**src/include/cit_pkg.sv**
```systemverilog
// Package of the core interrupt controller and tick timer.
// Assumes a 32-bit AXI4-Lite register bus and a 250 MHz core clock.
package cit_pkg;

	// ************************************************************
	// Register map (byte addresses).
	// ************************************************************
	localparam logic [7:0] TICK_CTRL_OFS    = 8'h00;
	localparam logic [7:0] TICK_RELOAD_OFS  = 8'h04;
	localparam logic [7:0] TICK_CURRENT_OFS = 8'h08;
	localparam logic [7:0] IRQ_SET_EN_OFS   = 8'h10;
	localparam logic [7:0] IRQ_CLR_EN_OFS   = 8'h14;
	localparam logic [7:0] IRQ_SET_PEND_OFS = 8'h18;
	localparam logic [7:0] IRQ_CLR_PEND_OFS = 8'h1C;
	localparam logic [7:0] IRQ_ACTIVE_OFS   = 8'h20;
	localparam logic [7:0] IRQ_PRIO_OFS     = 8'h40;
	localparam logic [7:0] IRQ_PRIO_LAST    = 8'h5C;

	// ************************************************************
	// Field positions and widths.
	// ************************************************************
	localparam int TICK_W          = 24;
	localparam int CTRL_EN_BIT     = 0;
	localparam int CTRL_INT_BIT    = 1;
	localparam int CTRL_FLAG_BIT   = 16;
	localparam int PRIO_FIELD_W    = 8;
	localparam int PRIO_IMPL_W     = 2;
	localparam int PRIO_PER_REG    = 4;
	localparam int EXC_NUM_W       = 6;

	// ************************************************************
	// Reset values and fixed constants.
	// ************************************************************
	localparam logic [31:0]        VECTOR_BASE     = 32'h0000_0000;
	localparam logic [EXC_NUM_W-1:0] IRQ_EXC_BASE  = 6'h10;
	localparam logic [EXC_NUM_W-1:0] TICK_EXC_NUM  = 6'h0F;
	localparam logic [TICK_W-1:0]  TICK_RST        = 24'h00_0000;
	localparam logic [31:0]        ZERO_WORD       = 32'h0000_0000;
	localparam logic [1:0]         RESP_OKAY       = 2'h0;
	localparam logic [1:0]         RESP_SLVERR     = 2'h2;

	// ************************************************************
	// Interrupt request offered to the core.
	// ************************************************************
	typedef struct packed {
		logic                  valid;
		logic [4:0]            irq;
		logic [EXC_NUM_W-1:0]  exc_num;
		logic [PRIO_IMPL_W-1:0] prio;
		logic [31:0]           vector_addr;
	} cit_req_t;

endpackage : cit_pkg

```
**src/rtl/cit_core.sv**
```systemverilog
// Interrupt controller with 32 prioritised inputs and a 24-bit tick timer.
// Assumes synchronous inputs, one clock, AXI4-Lite master on the bus side.
//
// Added by the designer: the AXI4-Lite interface to the registers and the placing of the registers.
`timescale 1ns/1ps

// How it works
// RULE1: tick counter is 24 bits, counts down once per tick enable, wraps at zero.
// RULE2: after reaching zero the counter loads the reload value on the next tick.
// RULE3: the wrap flag is set whenever the counter steps down to zero.
// RULE4: reading the tick control word clears the wrap flag.
// RULE5: any write to the current-value register clears the counter to zero.
// RULE6: software clears current value before enabling; counting then starts from reload.
// RULE7: with reload zero the counter stays at zero after reloading.
// RULE8: an accepted interrupt gets its handler address from its vector table entry.
// RULE9: the vector table base is fixed at address zero.
// RULE10: word zero is the stack pointer init; word n is vector n's entry.
// RULE11: write one sets or clears enables; both locations read the enable state.
// RULE12: disabled inputs still become pending but never activate.
// RULE13: clearing an enable leaves an active interrupt active until its return.
// RULE14: write one sets or clears pending; both locations read pending state.
// RULE15: clearing pending never changes the active state.
// RULE16: each priority is an 8-bit field, four to a 32-bit word.
// RULE17: 32 interrupt inputs, each with one of four priority levels.
// RULE18: a wrap with tick interrupt enabled raises the tick exception request.
// RULE19: lowest priority value wins among pending enabled; ties go to lower number.
module cit_core
	import cit_pkg::*;
#(
	parameter int NUM_IRQ  = 32,
	parameter int TICK_DIV = 1
) (
	// Clock and reset.
	input  wire logic                 sys_clk_i,
	input  wire logic                 rst_i,
	// AXI4-Lite write channels.
	input  wire logic [7:0]           s_axi_awaddr_i,
	input  wire logic                 s_axi_awvalid_i,
	output logic                      s_axi_awready_o,
	input  wire logic [31:0]          s_axi_wdata_i,
	input  wire logic [3:0]           s_axi_wstrb_i,
	input  wire logic                 s_axi_wvalid_i,
	output logic                      s_axi_wready_o,
	output logic [1:0]                s_axi_bresp_o,
	output logic                      s_axi_bvalid_o,
	input  wire logic                 s_axi_bready_i,
	// AXI4-Lite read channels.
	input  wire logic [7:0]           s_axi_araddr_i,
	input  wire logic                 s_axi_arvalid_i,
	output logic                      s_axi_arready_o,
	output logic [31:0]               s_axi_rdata_o,
	output logic [1:0]                s_axi_rresp_o,
	output logic                      s_axi_rvalid_o,
	input  wire logic                 s_axi_rready_i,
	// Peripheral interrupt lines.
	input  wire logic [NUM_IRQ-1:0]   irq_i,
	// Core side.
	output cit_req_t                  irq_req_o,
	input  wire logic                 irq_ack_i,
	input  wire logic                 irq_ret_i,
	input  wire logic [4:0]           irq_ret_num_i,
	output logic                      tick_req_o,
	input  wire logic                 tick_ack_i,
	output logic [31:0]               sp_init_addr_o
);

	// ************************************************************
	// Functions.
	// ************************************************************

	// Merges written bytes into an old word under the byte strobes.
	function automatic logic [31:0] strb_merge(input logic [31:0] old_v,
		input logic [31:0] new_v, input logic [3:0] strb);
		logic [31:0] r;
		r = old_v;
		for (int b = 0; b < 4; b++) begin
			if (strb[b]) begin
				r[b*8 +: 8] = new_v[b*8 +: 8];
			end
		end
		return r;
	endfunction : strb_merge

	// Expands byte strobes into a bit mask.
	function automatic logic [31:0] strb_mask(input logic [3:0] strb);
		return strb_merge(ZERO_WORD, 32'hFFFF_FFFF, strb);
	endfunction : strb_mask

	// Handler entry address for an exception number.
	function automatic logic [31:0] vec_addr(input logic [EXC_NUM_W-1:0] n);
		return VECTOR_BASE + {24'h00_0000, n, 2'h0};
	endfunction : vec_addr

	// ************************************************************
	// State.
	// ************************************************************
	logic [NUM_IRQ-1:0]      en_r;
	logic [NUM_IRQ-1:0]      pend_r;
	logic [NUM_IRQ-1:0]      active_r;
	logic [PRIO_IMPL_W-1:0]  prio_r [NUM_IRQ];
	logic                    tick_en_r;
	logic                    tick_int_r;
	logic                    tick_flag_r;
	logic                    tick_pend_r;
	logic [TICK_W-1:0]       tick_cur_r;
	logic [TICK_W-1:0]       tick_reload_r;
	logic [15:0]             div_cnt_r;
	logic                    aw_hold_r;
	logic                    w_hold_r;
	logic [7:0]              awaddr_r;
	logic [31:0]             wdata_r;
	logic [3:0]              wstrb_r;
	logic                    bvalid_r;
	logic [1:0]              bresp_r;
	logic                    rvalid_r;
	logic [31:0]             rdata_r;
	logic [1:0]              rresp_r;
	cit_req_t                req_r;

	logic                    do_write;
	logic                    ar_hs;
	logic                    tick_pulse;
	logic                    tick_wrap;
	logic [31:0]             wmask;
	logic [NUM_IRQ-1:0]      ack_mask;
	cit_req_t                req_nxt;

	// ************************************************************
	// AXI4-Lite slave.
	// ************************************************************

	// Address and data are taken independently; one write in flight.
	assign s_axi_awready_o = !aw_hold_r;
	assign s_axi_wready_o  = !w_hold_r;
	assign s_axi_bvalid_o  = bvalid_r;
	assign s_axi_bresp_o   = bresp_r;
	assign s_axi_arready_o = !rvalid_r;
	assign s_axi_rvalid_o  = rvalid_r;
	assign s_axi_rdata_o   = rdata_r;
	assign s_axi_rresp_o   = rresp_r;
	assign do_write = aw_hold_r && w_hold_r && !bvalid_r;
	assign ar_hs    = s_axi_arvalid_i && !rvalid_r;
	assign wmask    = strb_mask(wstrb_r);

	// Write address, data and response holding.
	always_ff @(posedge sys_clk_i or posedge rst_i) begin
		if (rst_i) begin
			aw_hold_r <= 1'b0;
			w_hold_r  <= 1'b0;
			awaddr_r  <= 8'h00;
			wdata_r   <= ZERO_WORD;
			wstrb_r   <= 4'h0;
			bvalid_r  <= 1'b0;
			bresp_r   <= RESP_OKAY;
		end else begin
			if (s_axi_awvalid_i && !aw_hold_r) begin
				aw_hold_r <= 1'b1;
				awaddr_r  <= s_axi_awaddr_i;
			end
			if (s_axi_wvalid_i && !w_hold_r) begin
				w_hold_r <= 1'b1;
				wdata_r  <= s_axi_wdata_i;
				wstrb_r  <= s_axi_wstrb_i;
			end
			if (do_write) begin
				aw_hold_r <= 1'b0;
				w_hold_r  <= 1'b0;
				bvalid_r  <= 1'b1;
				bresp_r   <= (awaddr_r[1:0] != 2'h0 ||
					awaddr_r == IRQ_ACTIVE_OFS ||
					(awaddr_r > TICK_CURRENT_OFS &&
					 awaddr_r < IRQ_SET_EN_OFS) ||
					(awaddr_r > IRQ_ACTIVE_OFS &&
					 awaddr_r < IRQ_PRIO_OFS) ||
					awaddr_r > IRQ_PRIO_LAST) ?
					RESP_SLVERR : RESP_OKAY;
			end else if (bvalid_r && s_axi_bready_i) begin
				bvalid_r <= 1'b0;
			end
		end
	end

	// Read data mux, registered on the address handshake.
	always_ff @(posedge sys_clk_i or posedge rst_i) begin
		if (rst_i) begin
			rvalid_r <= 1'b0;
			rdata_r  <= ZERO_WORD;
			rresp_r  <= RESP_OKAY;
		end else if (ar_hs) begin
			rvalid_r <= 1'b1;
			rresp_r  <= RESP_OKAY;
			rdata_r  <= ZERO_WORD;
			unique case (s_axi_araddr_i)
				TICK_CTRL_OFS: begin
					rdata_r[CTRL_EN_BIT]   <= tick_en_r;
					rdata_r[CTRL_INT_BIT]  <= tick_int_r;
					rdata_r[CTRL_FLAG_BIT] <= tick_flag_r;
				end
				TICK_RELOAD_OFS:  rdata_r[TICK_W-1:0] <= tick_reload_r;
				TICK_CURRENT_OFS: rdata_r[TICK_W-1:0] <= tick_cur_r;
				// RULE11: enable read back
				IRQ_SET_EN_OFS, IRQ_CLR_EN_OFS: rdata_r <= 32'(en_r);
				// RULE14: pending read back
				IRQ_SET_PEND_OFS, IRQ_CLR_PEND_OFS: rdata_r <= 32'(pend_r);
				IRQ_ACTIVE_OFS:   rdata_r <= 32'(active_r);
				default: begin
					if (s_axi_araddr_i >= IRQ_PRIO_OFS &&
						s_axi_araddr_i <= IRQ_PRIO_LAST &&
						s_axi_araddr_i[1:0] == 2'h0) begin
						// RULE16: four 8-bit fields, top bits held
						for (int k = 0; k < PRIO_PER_REG; k++) begin
							rdata_r[k*PRIO_FIELD_W +
								PRIO_FIELD_W-PRIO_IMPL_W +: PRIO_IMPL_W] <=
								prio_r[(s_axi_araddr_i[4:2])*PRIO_PER_REG
								+ k];
						end
					end else begin
						rresp_r <= RESP_SLVERR;
					end
				end
			endcase
		end else if (rvalid_r && s_axi_rready_i) begin
			rvalid_r <= 1'b0;
		end
	end

	// ************************************************************
	// Tick timer.
	// ************************************************************

	// Divider making the tick rate enable pulse.
	always_ff @(posedge sys_clk_i or posedge rst_i) begin
		if (rst_i) begin
			div_cnt_r <= 16'h0000;
		end else if (div_cnt_r >= 16'(TICK_DIV - 1)) begin
			div_cnt_r <= 16'h0000;
		end else begin
			div_cnt_r <= div_cnt_r + 16'h0001;
		end
	end
	assign tick_pulse = tick_en_r && (div_cnt_r >= 16'(TICK_DIV - 1));
	// RULE3: step from one down to zero
	assign tick_wrap  = tick_pulse && (tick_cur_r == 24'h00_0001);

	// Control bits written by software.
	always_ff @(posedge sys_clk_i or posedge rst_i) begin
		if (rst_i) begin
			tick_en_r     <= 1'b0;
			tick_int_r    <= 1'b0;
			tick_reload_r <= TICK_RST;
		end else if (do_write) begin
			if (awaddr_r == TICK_CTRL_OFS && wstrb_r[0]) begin
				tick_en_r  <= wdata_r[CTRL_EN_BIT];
				tick_int_r <= wdata_r[CTRL_INT_BIT];
			end
			if (awaddr_r == TICK_RELOAD_OFS) begin
				tick_reload_r <= TICK_W'(strb_merge(32'(tick_reload_r),
					wdata_r, wstrb_r));
			end
		end
	end

	// Counter proper; a write clears it whatever the data.
	always_ff @(posedge sys_clk_i or posedge rst_i) begin
		if (rst_i) begin
			tick_cur_r <= TICK_RST;
		end else if (do_write && awaddr_r == TICK_CURRENT_OFS) begin
			// RULE5: write clears counter
			tick_cur_r <= TICK_RST;
		end else if (tick_pulse) begin
			if (tick_cur_r == TICK_RST) begin
				// RULE2: reload after zero
				// RULE7: zero reload holds zero
				// RULE6: cleared counter starts from reload
				tick_cur_r <= tick_reload_r;
			end else begin
				// RULE1: 24-bit down count
				tick_cur_r <= tick_cur_r - 24'h00_0001;
			end
		end
	end

	// Wrap flag; a wrap in the same cycle as the clearing read wins.
	always_ff @(posedge sys_clk_i or posedge rst_i) begin
		if (rst_i) begin
			tick_flag_r <= 1'b0;
		end else if (tick_wrap) begin
			// RULE3: set on wrap
			tick_flag_r <= 1'b1;
		end else if ((ar_hs && s_axi_araddr_i == TICK_CTRL_OFS) ||
			(do_write && awaddr_r == TICK_CURRENT_OFS)) begin
			// RULE4: read clears flag
			tick_flag_r <= 1'b0;
		end
	end

	// Tick exception request held until the core takes it.
	always_ff @(posedge sys_clk_i or posedge rst_i) begin
		if (rst_i) begin
			tick_pend_r <= 1'b0;
		end else if (tick_wrap && tick_int_r) begin
			// RULE18: raise tick exception
			tick_pend_r <= 1'b1;
		end else if (tick_ack_i) begin
			tick_pend_r <= 1'b0;
		end
	end
	assign tick_req_o = tick_pend_r;

	// ************************************************************
	// Interrupt controller.
	// ************************************************************

	// One-hot of the request the core takes this cycle.
	assign ack_mask = (irq_ack_i && req_r.valid) ?
		(NUM_IRQ'(1) << req_r.irq) : '0;

	// Enable bits, write one to set or clear.
	always_ff @(posedge sys_clk_i or posedge rst_i) begin
		if (rst_i) begin
			en_r <= '0;
		end else if (do_write) begin
			// RULE11: write-one set and clear
			if (awaddr_r == IRQ_SET_EN_OFS) begin
				en_r <= en_r | NUM_IRQ'(wdata_r & wmask);
			end else if (awaddr_r == IRQ_CLR_EN_OFS) begin
				en_r <= en_r & ~NUM_IRQ'(wdata_r & wmask);
			end
		end
	end

	// Pending bits; input assertion and set win over any clear.
	always_ff @(posedge sys_clk_i or posedge rst_i) begin
		if (rst_i) begin
			pend_r <= '0;
		end else begin
			// RULE12: pend regardless of enable
			// RULE14: write-one set and clear
			pend_r <= (pend_r & ~ack_mask &
				~((do_write && awaddr_r == IRQ_CLR_PEND_OFS) ?
				NUM_IRQ'(wdata_r & wmask) : '0)) | irq_i |
				((do_write && awaddr_r == IRQ_SET_PEND_OFS) ?
				NUM_IRQ'(wdata_r & wmask) : '0);
		end
	end

	// Active bits, cleared only by reset or exception return.
	always_ff @(posedge sys_clk_i or posedge rst_i) begin
		if (rst_i) begin
			active_r <= '0;
		end else begin
			// RULE13: disable leaves active
			// RULE15: clear-pending leaves active
			active_r <= (active_r & ~(irq_ret_i ?
				(NUM_IRQ'(1) << irq_ret_num_i) : '0)) | ack_mask;
		end
	end

	// Priority fields, two levels bits kept per 8-bit field.
	always_ff @(posedge sys_clk_i or posedge rst_i) begin
		if (rst_i) begin
			for (int i = 0; i < NUM_IRQ; i++) begin
				prio_r[i] <= '0;
			end
		end else if (do_write && awaddr_r >= IRQ_PRIO_OFS &&
			awaddr_r <= IRQ_PRIO_LAST && awaddr_r[1:0] == 2'h0) begin
			// RULE17: four levels per input
			for (int k = 0; k < PRIO_PER_REG; k++) begin
				if (wstrb_r[k]) begin
					prio_r[(awaddr_r[4:2])*PRIO_PER_REG + k] <=
						wdata_r[k*PRIO_FIELD_W + PRIO_FIELD_W -
						PRIO_IMPL_W +: PRIO_IMPL_W];
				end
			end
		end
	end

	// Selects the winning candidate among pending enabled idle inputs.
	always_comb begin
		logic [NUM_IRQ-1:0] cand;
		cand    = pend_r & en_r & ~active_r & ~ack_mask;
		req_nxt = '0;
		// RULE19: lowest value, then lowest number
		for (int i = 0; i < NUM_IRQ; i++) begin
			if (cand[i] && (!req_nxt.valid || prio_r[i] < req_nxt.prio)) begin
				req_nxt.valid = 1'b1;
				req_nxt.irq   = 5'(i);
				req_nxt.prio  = prio_r[i];
			end
		end
		req_nxt.exc_num = IRQ_EXC_BASE + EXC_NUM_W'(req_nxt.irq);
		// RULE8: entry from vector table
		req_nxt.vector_addr = vec_addr(req_nxt.exc_num);
	end

	// Request register seen by the core.
	always_ff @(posedge sys_clk_i or posedge rst_i) begin
		if (rst_i) begin
			req_r <= '0;
		end else begin
			req_r <= req_nxt;
		end
	end
	assign irq_req_o = req_r;

	// RULE9: fixed base at zero
	// RULE10: word zero holds stack init
	assign sp_init_addr_o = VECTOR_BASE;

endmodule : cit_core

```
**config.mk**
```make
export PLATFORM = sky130hd
export DESIGN_NAME = cit_core
export DESIGN_NICKNAME = d
export VERILOG_FILES = /design/src/include/cit_pkg.sv /design/src/rtl/cit_core.sv
export SDC_FILE = /design/constraint.sdc
export NUM_CORES = 1
export LEC_CHECK = 0
export BUFFER_PORTS_ARGS = -buffer_cell sky130_fd_sc_hd__buf_2
export CAP_MARGIN = 20
export CORE_ASPECT_RATIO = 1.5
export CORE_MARGIN = 10
export CORE_UTILIZATION = 30
export CTS_BUF_LIST = sky130_fd_sc_hd__clkbuf_4 sky130_fd_sc_hd__clkbuf_8
export CTS_CLUSTER_DIAMETER = 60
export DETAILED_ROUTE_END_ITERATION = 10
export GPL_TIMING_DRIVEN = 0
export SLEW_MARGIN = 5
export SYNTH_ARGS = -nofsm -noshare
export SYNTH_HDL_FRONTEND = slang
export SYNTH_SLANG_ARGS = --single-unit
```
**constraint.sdc**
```tcl
create_clock -name sys_clk_i -period 29.4 [get_ports sys_clk_i]
set_clock_uncertainty 0.15 [all_clocks]
set_input_delay 1.47 -clock sys_clk_i [delete_from_list [all_inputs] [get_ports sys_clk_i]]
set_output_delay 1.47 -clock sys_clk_i [all_outputs]
set_load 0.01 [all_outputs]
```
# Yosys cells after proc, flatten, opt, wreduce, memory -nomap -nowiden
# Cells that the tools add are included.
# classes
n_addsub	9
order_cmp	53
eq_ne	15
shifts	2
mux	138
n_bitwise	25
n_reduce_logical	152
# op_table
operator	n
2-to-1 mux 64 bit	7
>= comparator 33 x 6 -> 1 bit, second input constant	8
bitwise AND 32 bit	8
bitwise mux 64 bit	4
inverter 6 -> 33 bit	6
2-to-1 mux 32 bit	6
2-to-1 mux 6 bit	32
inverter 32 bit	5
< comparator 33 x 1 -> 1 bit, second input constant	4
OR 32 bit	4
2-to-1 mux 2 bit	51
2-to-1 mux 24 bit	3
inverter 5 -> 33 bit	2
equality test 8 x 5 -> 1 bit, second input constant	8
<< shifter 1 x 5 -> 32 bit, first input constant	2
< comparator 2 bit	31
logical AND 1 bit	58
case mux 2 bit (6 select lines)	4
binary-select mux 2 bit (select 5 bit)	4
demux 2 bit (select 5 bit)	4
logical OR 1 bit	36
zero test 1 bit	35
2-to-1 mux 8 bit	4
case mux 6 bit (5 select lines)	1
other kinds (33)	67
# word_totals
reg_bits	326
input_bits	99
output_inout_bits	120
wordCells	452

# Longest topological paths before layout
# Gate-level depths: netlist of the first run.
# logic_depth
ltp_word	130
depth_mapped	55
mapped_depth_nobuf	53

# Least setup slack after synthesis of the first run
# OpenSTA, ideal clock, no wires.
# synth_path
path_type	input -> register
from	in irq_ack_i
to	reg req_r (netlist bit irq_req_o[42])
setup_time_ns	0.131
t_arrival_ns	11.791
required_ns	29.119
slack_ns	17.328
stages	54
path_buffers	2
path_cell_list	and4bb_1 -> buf_6 -> a21oi_1 -> nand2_1 -> ha_1 -> a21o_1 -> a21oi_1 -> a2bb2oi_1 -> ha_1 -> nor2_1 -> o31a_1 -> a31oi_1 -> mux2i_1 -> inv_1 -> ha_1 -> or2_2 -> a21oi_1 -> a31o_2 -> [... 18 more ...] -> nor3b_2 -> o21ai_1 -> a2111oi_1 -> o22ai_2 -> o221ai_2 -> a21oi_1 -> o31ai_2 -> a21oi_2 -> a21oi_2 -> o21ai_1 -> a31oi_1 -> o21ai_1 -> mux2i_1 -> ha_1 -> nor2_1 -> o21bai_1 -> o211a_1 -> or3b_1
# synth_between
elab_chain_cells	129
elab_cells_between_ends	191
classes_between	order compare: 31; mux: 64; bitwise: 2; reduce/logical: 94
# synth_lines
item	line_no	source
start: declaration	cit_core.sv:59	input wire logic irq_ack_i,
logical AND 1 bit (*)	cit_core.sv:315	assign ack_mask = (irq_ack_i && req_r.valid) ?
2-to-1 mux 32 bit (*)	cit_core.sv:315	
inverter 32 bit (*)	cit_core.sv:381	cand = pend_r & en_r & ~active_r & ~ack_mask;
bitwise AND 32 bit (*)	cit_core.sv:381	
2-to-1 mux 2 bit or 2-to-1 mux 6 bit (tied branches)	cit_core.sv:385	if (cand[i] && (!req_nxt.valid || prio_r[i] < req_nxt.prio)) begin
< comparator 2 bit or zero test 1 bit (tied branches)	cit_core.sv:385	
logical OR 1 bit	cit_core.sv:385	
logical AND 1 bit	cit_core.sv:385	
[... 113 more ...]	-	
< comparator 2 bit or zero test 1 bit (tied branches)	cit_core.sv:385	
logical OR 1 bit	cit_core.sv:385	
logical AND 1 bit	cit_core.sv:385	
2-to-1 mux 2 bit or 2-to-1 mux 6 bit (tied branches)	cit_core.sv:385	
< comparator 2 bit or zero test 1 bit (tied branches)	cit_core.sv:385	
logical OR 1 bit	cit_core.sv:385	
logical AND 1 bit	cit_core.sv:385	
2-to-1 mux 6 bit (*)	cit_core.sv:385	
end signal: assignment	cit_core.sv:401	req_r <= req_nxt;
end: declaration	cit_core.sv:118	cit_req_t req_r;
# Mark *: on every way between the ends. The rest lies on a longest branch, timed or not.
# A chain may end at the register's enable or synchronous reset.

# Worst setup path after layout of the first run
# Ends and elaborated chain as after synthesis.

==> flow_summary.yaml, run 1 <==
outcome:
  status: "finished clean"
detailed_routing:
  first_pass_iters: 7
  vias: 17157
  drtIter0Drc: 1594
  ant_nets: 0
  wl_per_cell_um: 24.67
  drc: 0
  via_per_inst: 5.618
  wl_um: 75350
timing:
  rsz0062_at_grt: "false"
  period_share: 0.4529
  setup_viol: 0
  tightest_slew_ns: 1.133
  hold_viol_final: 0
  max_slew_margin: 0.2446
  timing.fmax_mhz: 75.11
  fin_crit_ns: 13.31
  setup_tns_ns: 0
  drv_slew: 0
clock_network:
  hold_buffers: 0
  post-cts-setup-buffer-count: 0
  numCtsBuffers: 51
  insertion_delay_ns: 0.67
  clock_path_buffers: 3
  clock-root-buffer: "clkbuf_8"
  clk_pin_slew_ns: 0.07
  cts.sinks: 303
  h-tree-depth: 2
  cts_tree: "done"
  post_cts_resized: 0
global_route:
  grt_pass1_vias: 17463
  track_usage: 0.2034
  grt_pass1_wl_um: 111300
  grt_max_degree: 113
  antenna_found_initial: 8
  grt_overflow: 0
finish:
  syn_to_final_growth_pct: 17.53
  drive_gt1_frac: 0.2519
  fill_cells: 6235
  fin_area_um2: 21530
  layout.nets: 2338
  finalNonFillerCells: 3054
placed_design:
  place_hpwl_um: 59360
  dp_cells: 2960
  post_dp_cell_area_um2: 20370
  place_congestion: 0.9671
  portBuffers: 156
logic_synthesis:
  async_reset_ff_frac: 1.000
  yosys.area.top_type: "dfrtp_1"
  yosys_warnings: 0
  synthTopCellsByArea: "dfrtp_1 (41%), mux2_2 (9.9%), o21ai_0 (6.4%)"
  synth-edff-count: 0
  synthTopCellsByCount: "dfrtp_1 (303), o21ai_0 (236), nand2_1 (184)"
  synth_cell_types: 101
  ys_ff_latch: 303
  ys_seq_area_frac: 0.4138
  synthesis.instances: 1959
  synth_ff_type: "dfrtp_1"
  syn_avg_cell_area_um2: 9.353
  synth.top_cell.area_share: 0.4138
  syn_area_um2: 18320
  synth.most_common_cell: "dfrtp_1"
critical_path:
  criticalPathCategory: "in -> reg"
  crit_top_cell: "ha_1"
  startpoint_type: "primary input"
  slowest_stage: "a221oi_1"
  crit_arrival_ns: 13.69
  cp_top_family: "compound AO/OA/AOI/OAI gates"
  crit_fanout: 9
  crit_buf_inv: 5
  crit_path_max_incr_delay_ns: 0.61
  critPathCaptureType: "flip-flop"
  cp_data_required_time_ns: 29.78
power:
  pwr_density_cell_nw_per_um2: 63.19
  power.total_uw: 1361
  irDropWorstVdd_v: 0.00003774
  leakagePower_uw: 0.009598
flow_run:
  cap_violations: 0
floorplan:
  num_rows: 110
  initial_utilization: 0.3039
  die_area_um2: 71560
  io_pins: 219
  core_area_um2: 60280
  die-width_um: 221.8
  die_h_um: 322.7
min_path:
  hp-class: "reg -> reg"
[cells by family (layout without fill, tap and decap cells)]
family                   Yosys count  count (layout)  synth area share
other                              1              63         0.0002047
adder cells (fa/ha/maj)           17              17           0.01065
AO/OA/AOI/OAI                    605             605            0.2144
buffers and inverters            215             464           0.05948
multiplexers                     214             214            0.1395
AND/OR/NAND/NOR                  604             604            0.1619
flip-flops                       303             303            0.4138
[stage by stage]
step,utilization,hold slack (ns),setup slack [ns]
floorplan,-,0.3145,17.33
global placement,0.3368,0.3116,15.61
detailed placement,0.3379,0.3153,15.47
CTS,0.3571,0.3295,16.11
global route,0.3571,0.3600,15.20
finish,0.3572,0.3208,16.09
[path summary, 6_finish.rpt]
path | from | endpoint | slack (ns) | cells past startpoint
max in group asynchronous | rst_i | prio_r[32] | 26.84 | 4
min reg2reg | s_axi_rdata_o[12] | s_axi_rdata_o[12] | 0.32 | 2
min | s_axi_rdata_o[12] | s_axi_rdata_o[12] | 0.32 | 2
min in group asynchronous | rst_i | s_axi_rdata_o[10] | 0.75 | 2
max reg2reg | irq_req_o[43] | irq_req_o[42] | 16.36 | 53
max | irq_ack_i | irq_req_o[42] | 16.09 | 55
[worst register-to-register path: cells and delay by family, from the launching register on]
kind | cells | cell delay [ns]
compound gates | 31 | 7.00
simple gates | 9 | 2.10
fa+ha+maj | 6 | 1.50
mux | 4 | 1.06
flops | 1 | 0.84
buf+inv | 3 | 0.25
[cells in the final DEF (no fill, tap or decap), types with 24 or more instances in the layout]
cell type	instances
dfrtp_1	303
o21ai_0	236
nand2_1	184
mux2_2	161
nor2_1	159
buf_2	157
clkbuf_1	88
a21oi_1	82
buf_4	71
nand3_1	68
clkbuf_8	62
conb_1	60
a31oi_1	44
inv_1	42
mux2i_1	36
nor3_1	34
a311o_1	32
nor2b_1	25
a221oi_1	25
or3b_2	24
[layer usage]
layer | wire (um) | vias to the layer above | GRT usage
li1 | - | 7656 | -
met1 | 27080 | 8430 | 0.2157
met2 | 37220 | 841 | 0.3562
met3 | 5575 | 220 | 0.04500
met4 | 5413 | 10 | 0.1385
met5 | 57 | - | 0
[where the power goes]
group / leakage [uW] / total, uW / switching, uW / internal, uW
Sequential: 0.00393 / 570 / 90.3 / 480
Clock: 0.000612 / 440 / 193 / 247
Combinational: 0.00506 / 351 / 228 / 123
Total: 0.00960 / 1360 / 511 / 850
[final cells by class]
class	instances	area (um^2)	area share
clock inverter	13	185.2	0.008599
buffer	172	928.4	0.04311
antenna	3	7.507	0.0003486
clock buffer	78	973.4	0.04520
timing repair buffer	158	835.8	0.03881
inverter	43	168.9	0.007844
tap	784	980.9	0.04555
multi-input combinational	1500	9872	0.4584
sequential	303	7582	0.3521
(Power assumes the default switching activity.)
==> inputs of run 2 (changes only) <==
clock period = 13.5 ns   (was 29.4 ns; I/O delays follow)
==> run 2 against run 1 <==
Compared with the run above:
- design area up 0.37%
- sequential power grew 120%
- non-clock buffer count grew 1
- via count hardly changed
- global-route usage barely moved
- sequential cell count did not move
- first-iteration DRC count is 7.2% lower
- setup slack worse by 15 ns
- critical endpoint unchanged
- largest cell class unchanged
==> flow_summary.yaml, run 2 (synthesized netlist as in run 1, its figures left out) <==
detailed_routing:
  wl_um: 75350
  top_layer_used: "met5"
  drtIter0Drc: 1480
  via_per_inst: 5.612
  vias: 17151
  ant_nets: 0
  met2_length_um: 37340
  wl_met3_um: 5636
  wl_per_cell_um: 24.66
  drc: 0
  wl_met1_um: 27040
  first_pass_iters: 6
timing:
  max_slew_margin: 0.2391
  fin_crit_ns: 12.64
  tightest_slew_ns: 1.141
  drv_slew: 0
  setup_tns_ns: 0
  timing.fmax_mhz: 79.12
  hold_viol_final: 0
  setup_viol: 0
  rsz0062_at_grt: "false"
  period_share: 0.9362
critical_path:
  crit_fanout: 9
  crit_top_cell: "ha_1"
  crit_arrival_ns: 13.02
  criticalPathCategory: "reg -> reg"
  ff2ff_setup_slack_ns: 0.86
  cp_data_required_time_ns: 13.88
  crit_path_max_incr_delay_ns: 0.53
  critPathCaptureType: "flip-flop"
  startpoint_type: "flip-flop"
  slowest_stage: "or4_4"
power:
  clockPowerShare: 0.323
  leakagePower_uw: 0.009604
  comb_power_share: 0.258
  switching_share: 0.3756
  pwr_density_cell_nw_per_um2: 137.2
  netSwitchingPower_uw: 1114
  irDropWorstVdd_v: 0.00008246
  intPower_uw: 1852
  seqPwrFrac: 0.419
clock_network:
  clock-root-buffer: "clkbuf_8"
  insertion_delay_ns: 0.67
  cts_tree: "done"
  numCtsBuffers: 51
  clock_path_buffers: 3
  post-cts-setup-buffer-count: 0
  h-tree-depth: 2
  clk_pin_slew_ns: 0.07
  cts.sinks: 303
outcome:
  status: "finished clean"
finish:
  fill_cells: 6221
  final_cell_mix: "dfrtp_1 (299), o21ai_0 (234), nand2_1 (184)"
  finalNonFillerCells: 3056
  drive_gt1_frac: 0.2575
  layout.nets: 2339
  syn_to_final_growth_pct: 17.96
  layout_commonest_cell: "dfrtp_1"
placed_design:
  place_hpwl_um: 59360
  place_congestion: 0.9671
  dp_cells: 2960
  portBuffers: 156
flow_run:
  cap_violations: 0
floorplan:
  initial_utilization: 0.3039
  num_rows: 110
  die_h_um: 322.7
  die-width_um: 221.8
  io_pins: 219
  die_area_um2: 71560
  core_area_um2: 60280
global_route:
  track_usage: 0.2035
  grt_overflow: 0
  grt_pass1_wl_um: 111300
  antenna_found_initial: 8
  grt_max_degree: 113
  grt_pass1_vias: 17469
min_path:
  hp-class: "in -> reg"
==> run 2: cell count changes in the layout (fill, tap and decap cells not counted), moves of 2 or more <==
cell | before | now
a31oi_2 | 0 | 2
a2111oi_2 | 0 | 2
dfrtp_2 | 0 | 4
a21oi_2 | 3 | 5
dfrtp_1 | 303 | 299
o21ai_1 | 15 | 17
o21ai_0 | 236 | 234
a21oi_1 | 82 | 80
a31oi_1 | 44 | 42
==> run 2: area by class of cell <==
type	instances	area (um^2)	share of cell area
diodes	4	10.01	0.0004631
plain buffers	172	928.4	0.04295
clock buffers	78	973.4	0.04504
clock inverters	13	185.2	0.008568
repair buffers	159	845.8	0.03913
inverters	43	168.9	0.007815
flip-flops and latches	303	7587	0.3510
well taps	784	980.9	0.04539
multi-input cells	1500	9933	0.4596
==> run 2: power by group through the flow <==
stage	logic, uW	clock network, uW	registers [uW]
floorplan	495	0	1170
global placement	737	0	1240
detailed placement	750	0	1250
CTS	754	967	1230
global route	825	1010	1260
finish	764	957	1240
==> run 2: per-stage QoR <==
stage	hold WS [ns]	power, uW	setup WS, ns	util	instance area, um^2
finish	0.03473	2966	0.8614	0.3585	21610
global route	0.01402	3089	0.02202	0.3584	21610
CTS	0.003948	2955	0.4552	0.3573	21540
detailed placement	0.3153	1999	0.3625	0.3379	20370
global placement	0.3116	1981	0.5082	0.3368	20310
floorplan	0.3145	1664	2.223	-	18540
==> run 2: worst paths after layout <==
| kind | from | endpoint | cells past startpoint |
|---|---|---|---|
| worst min-delay path | tick_ack_i | tick_req_o | 2 |
| worst max register to register | irq_req_o[41] | irq_req_o[42] | 54 |
| worst min register to register | s_axi_rdata_o[18] | s_axi_rdata_o[18] | 2 |
| max in group asynchronous | rst_i | irq_req_o[7] | 5 |
| worst max-delay path | irq_req_o[41] | irq_req_o[42] | 54 |
| min in group asynchronous | rst_i | s_axi_rdata_o[10] | 3 |
==> run 2: timing repair <==
action,in CTS,in global routing
resized for setup,0,17
hold buffers,1,0
hold endpoints to repair,80,0
setup endpoints to repair,0,8
==> run 2: worst max-delay path, delay by kind of cell, from the launching register on <==
kind / cells / cell delay, ns
multiplexers: 4 / 0.98
flip-flops: 1 / 0.49
AND/OR/NAND/NOR: 12 / 2.91
buffers and inverters: 4 / 0.41
adder cells (fa/ha/maj): 6 / 1.59
AO/OA/AOI/OAI: 28 / 5.98
==> run 2: routing by layer <==
metal	vias up	GRT usage
met2	820	0.3562
met3	203	0.04500
met4	10	0.1385
met5	-	0
li1	7666	-
met1	8452	0.2157
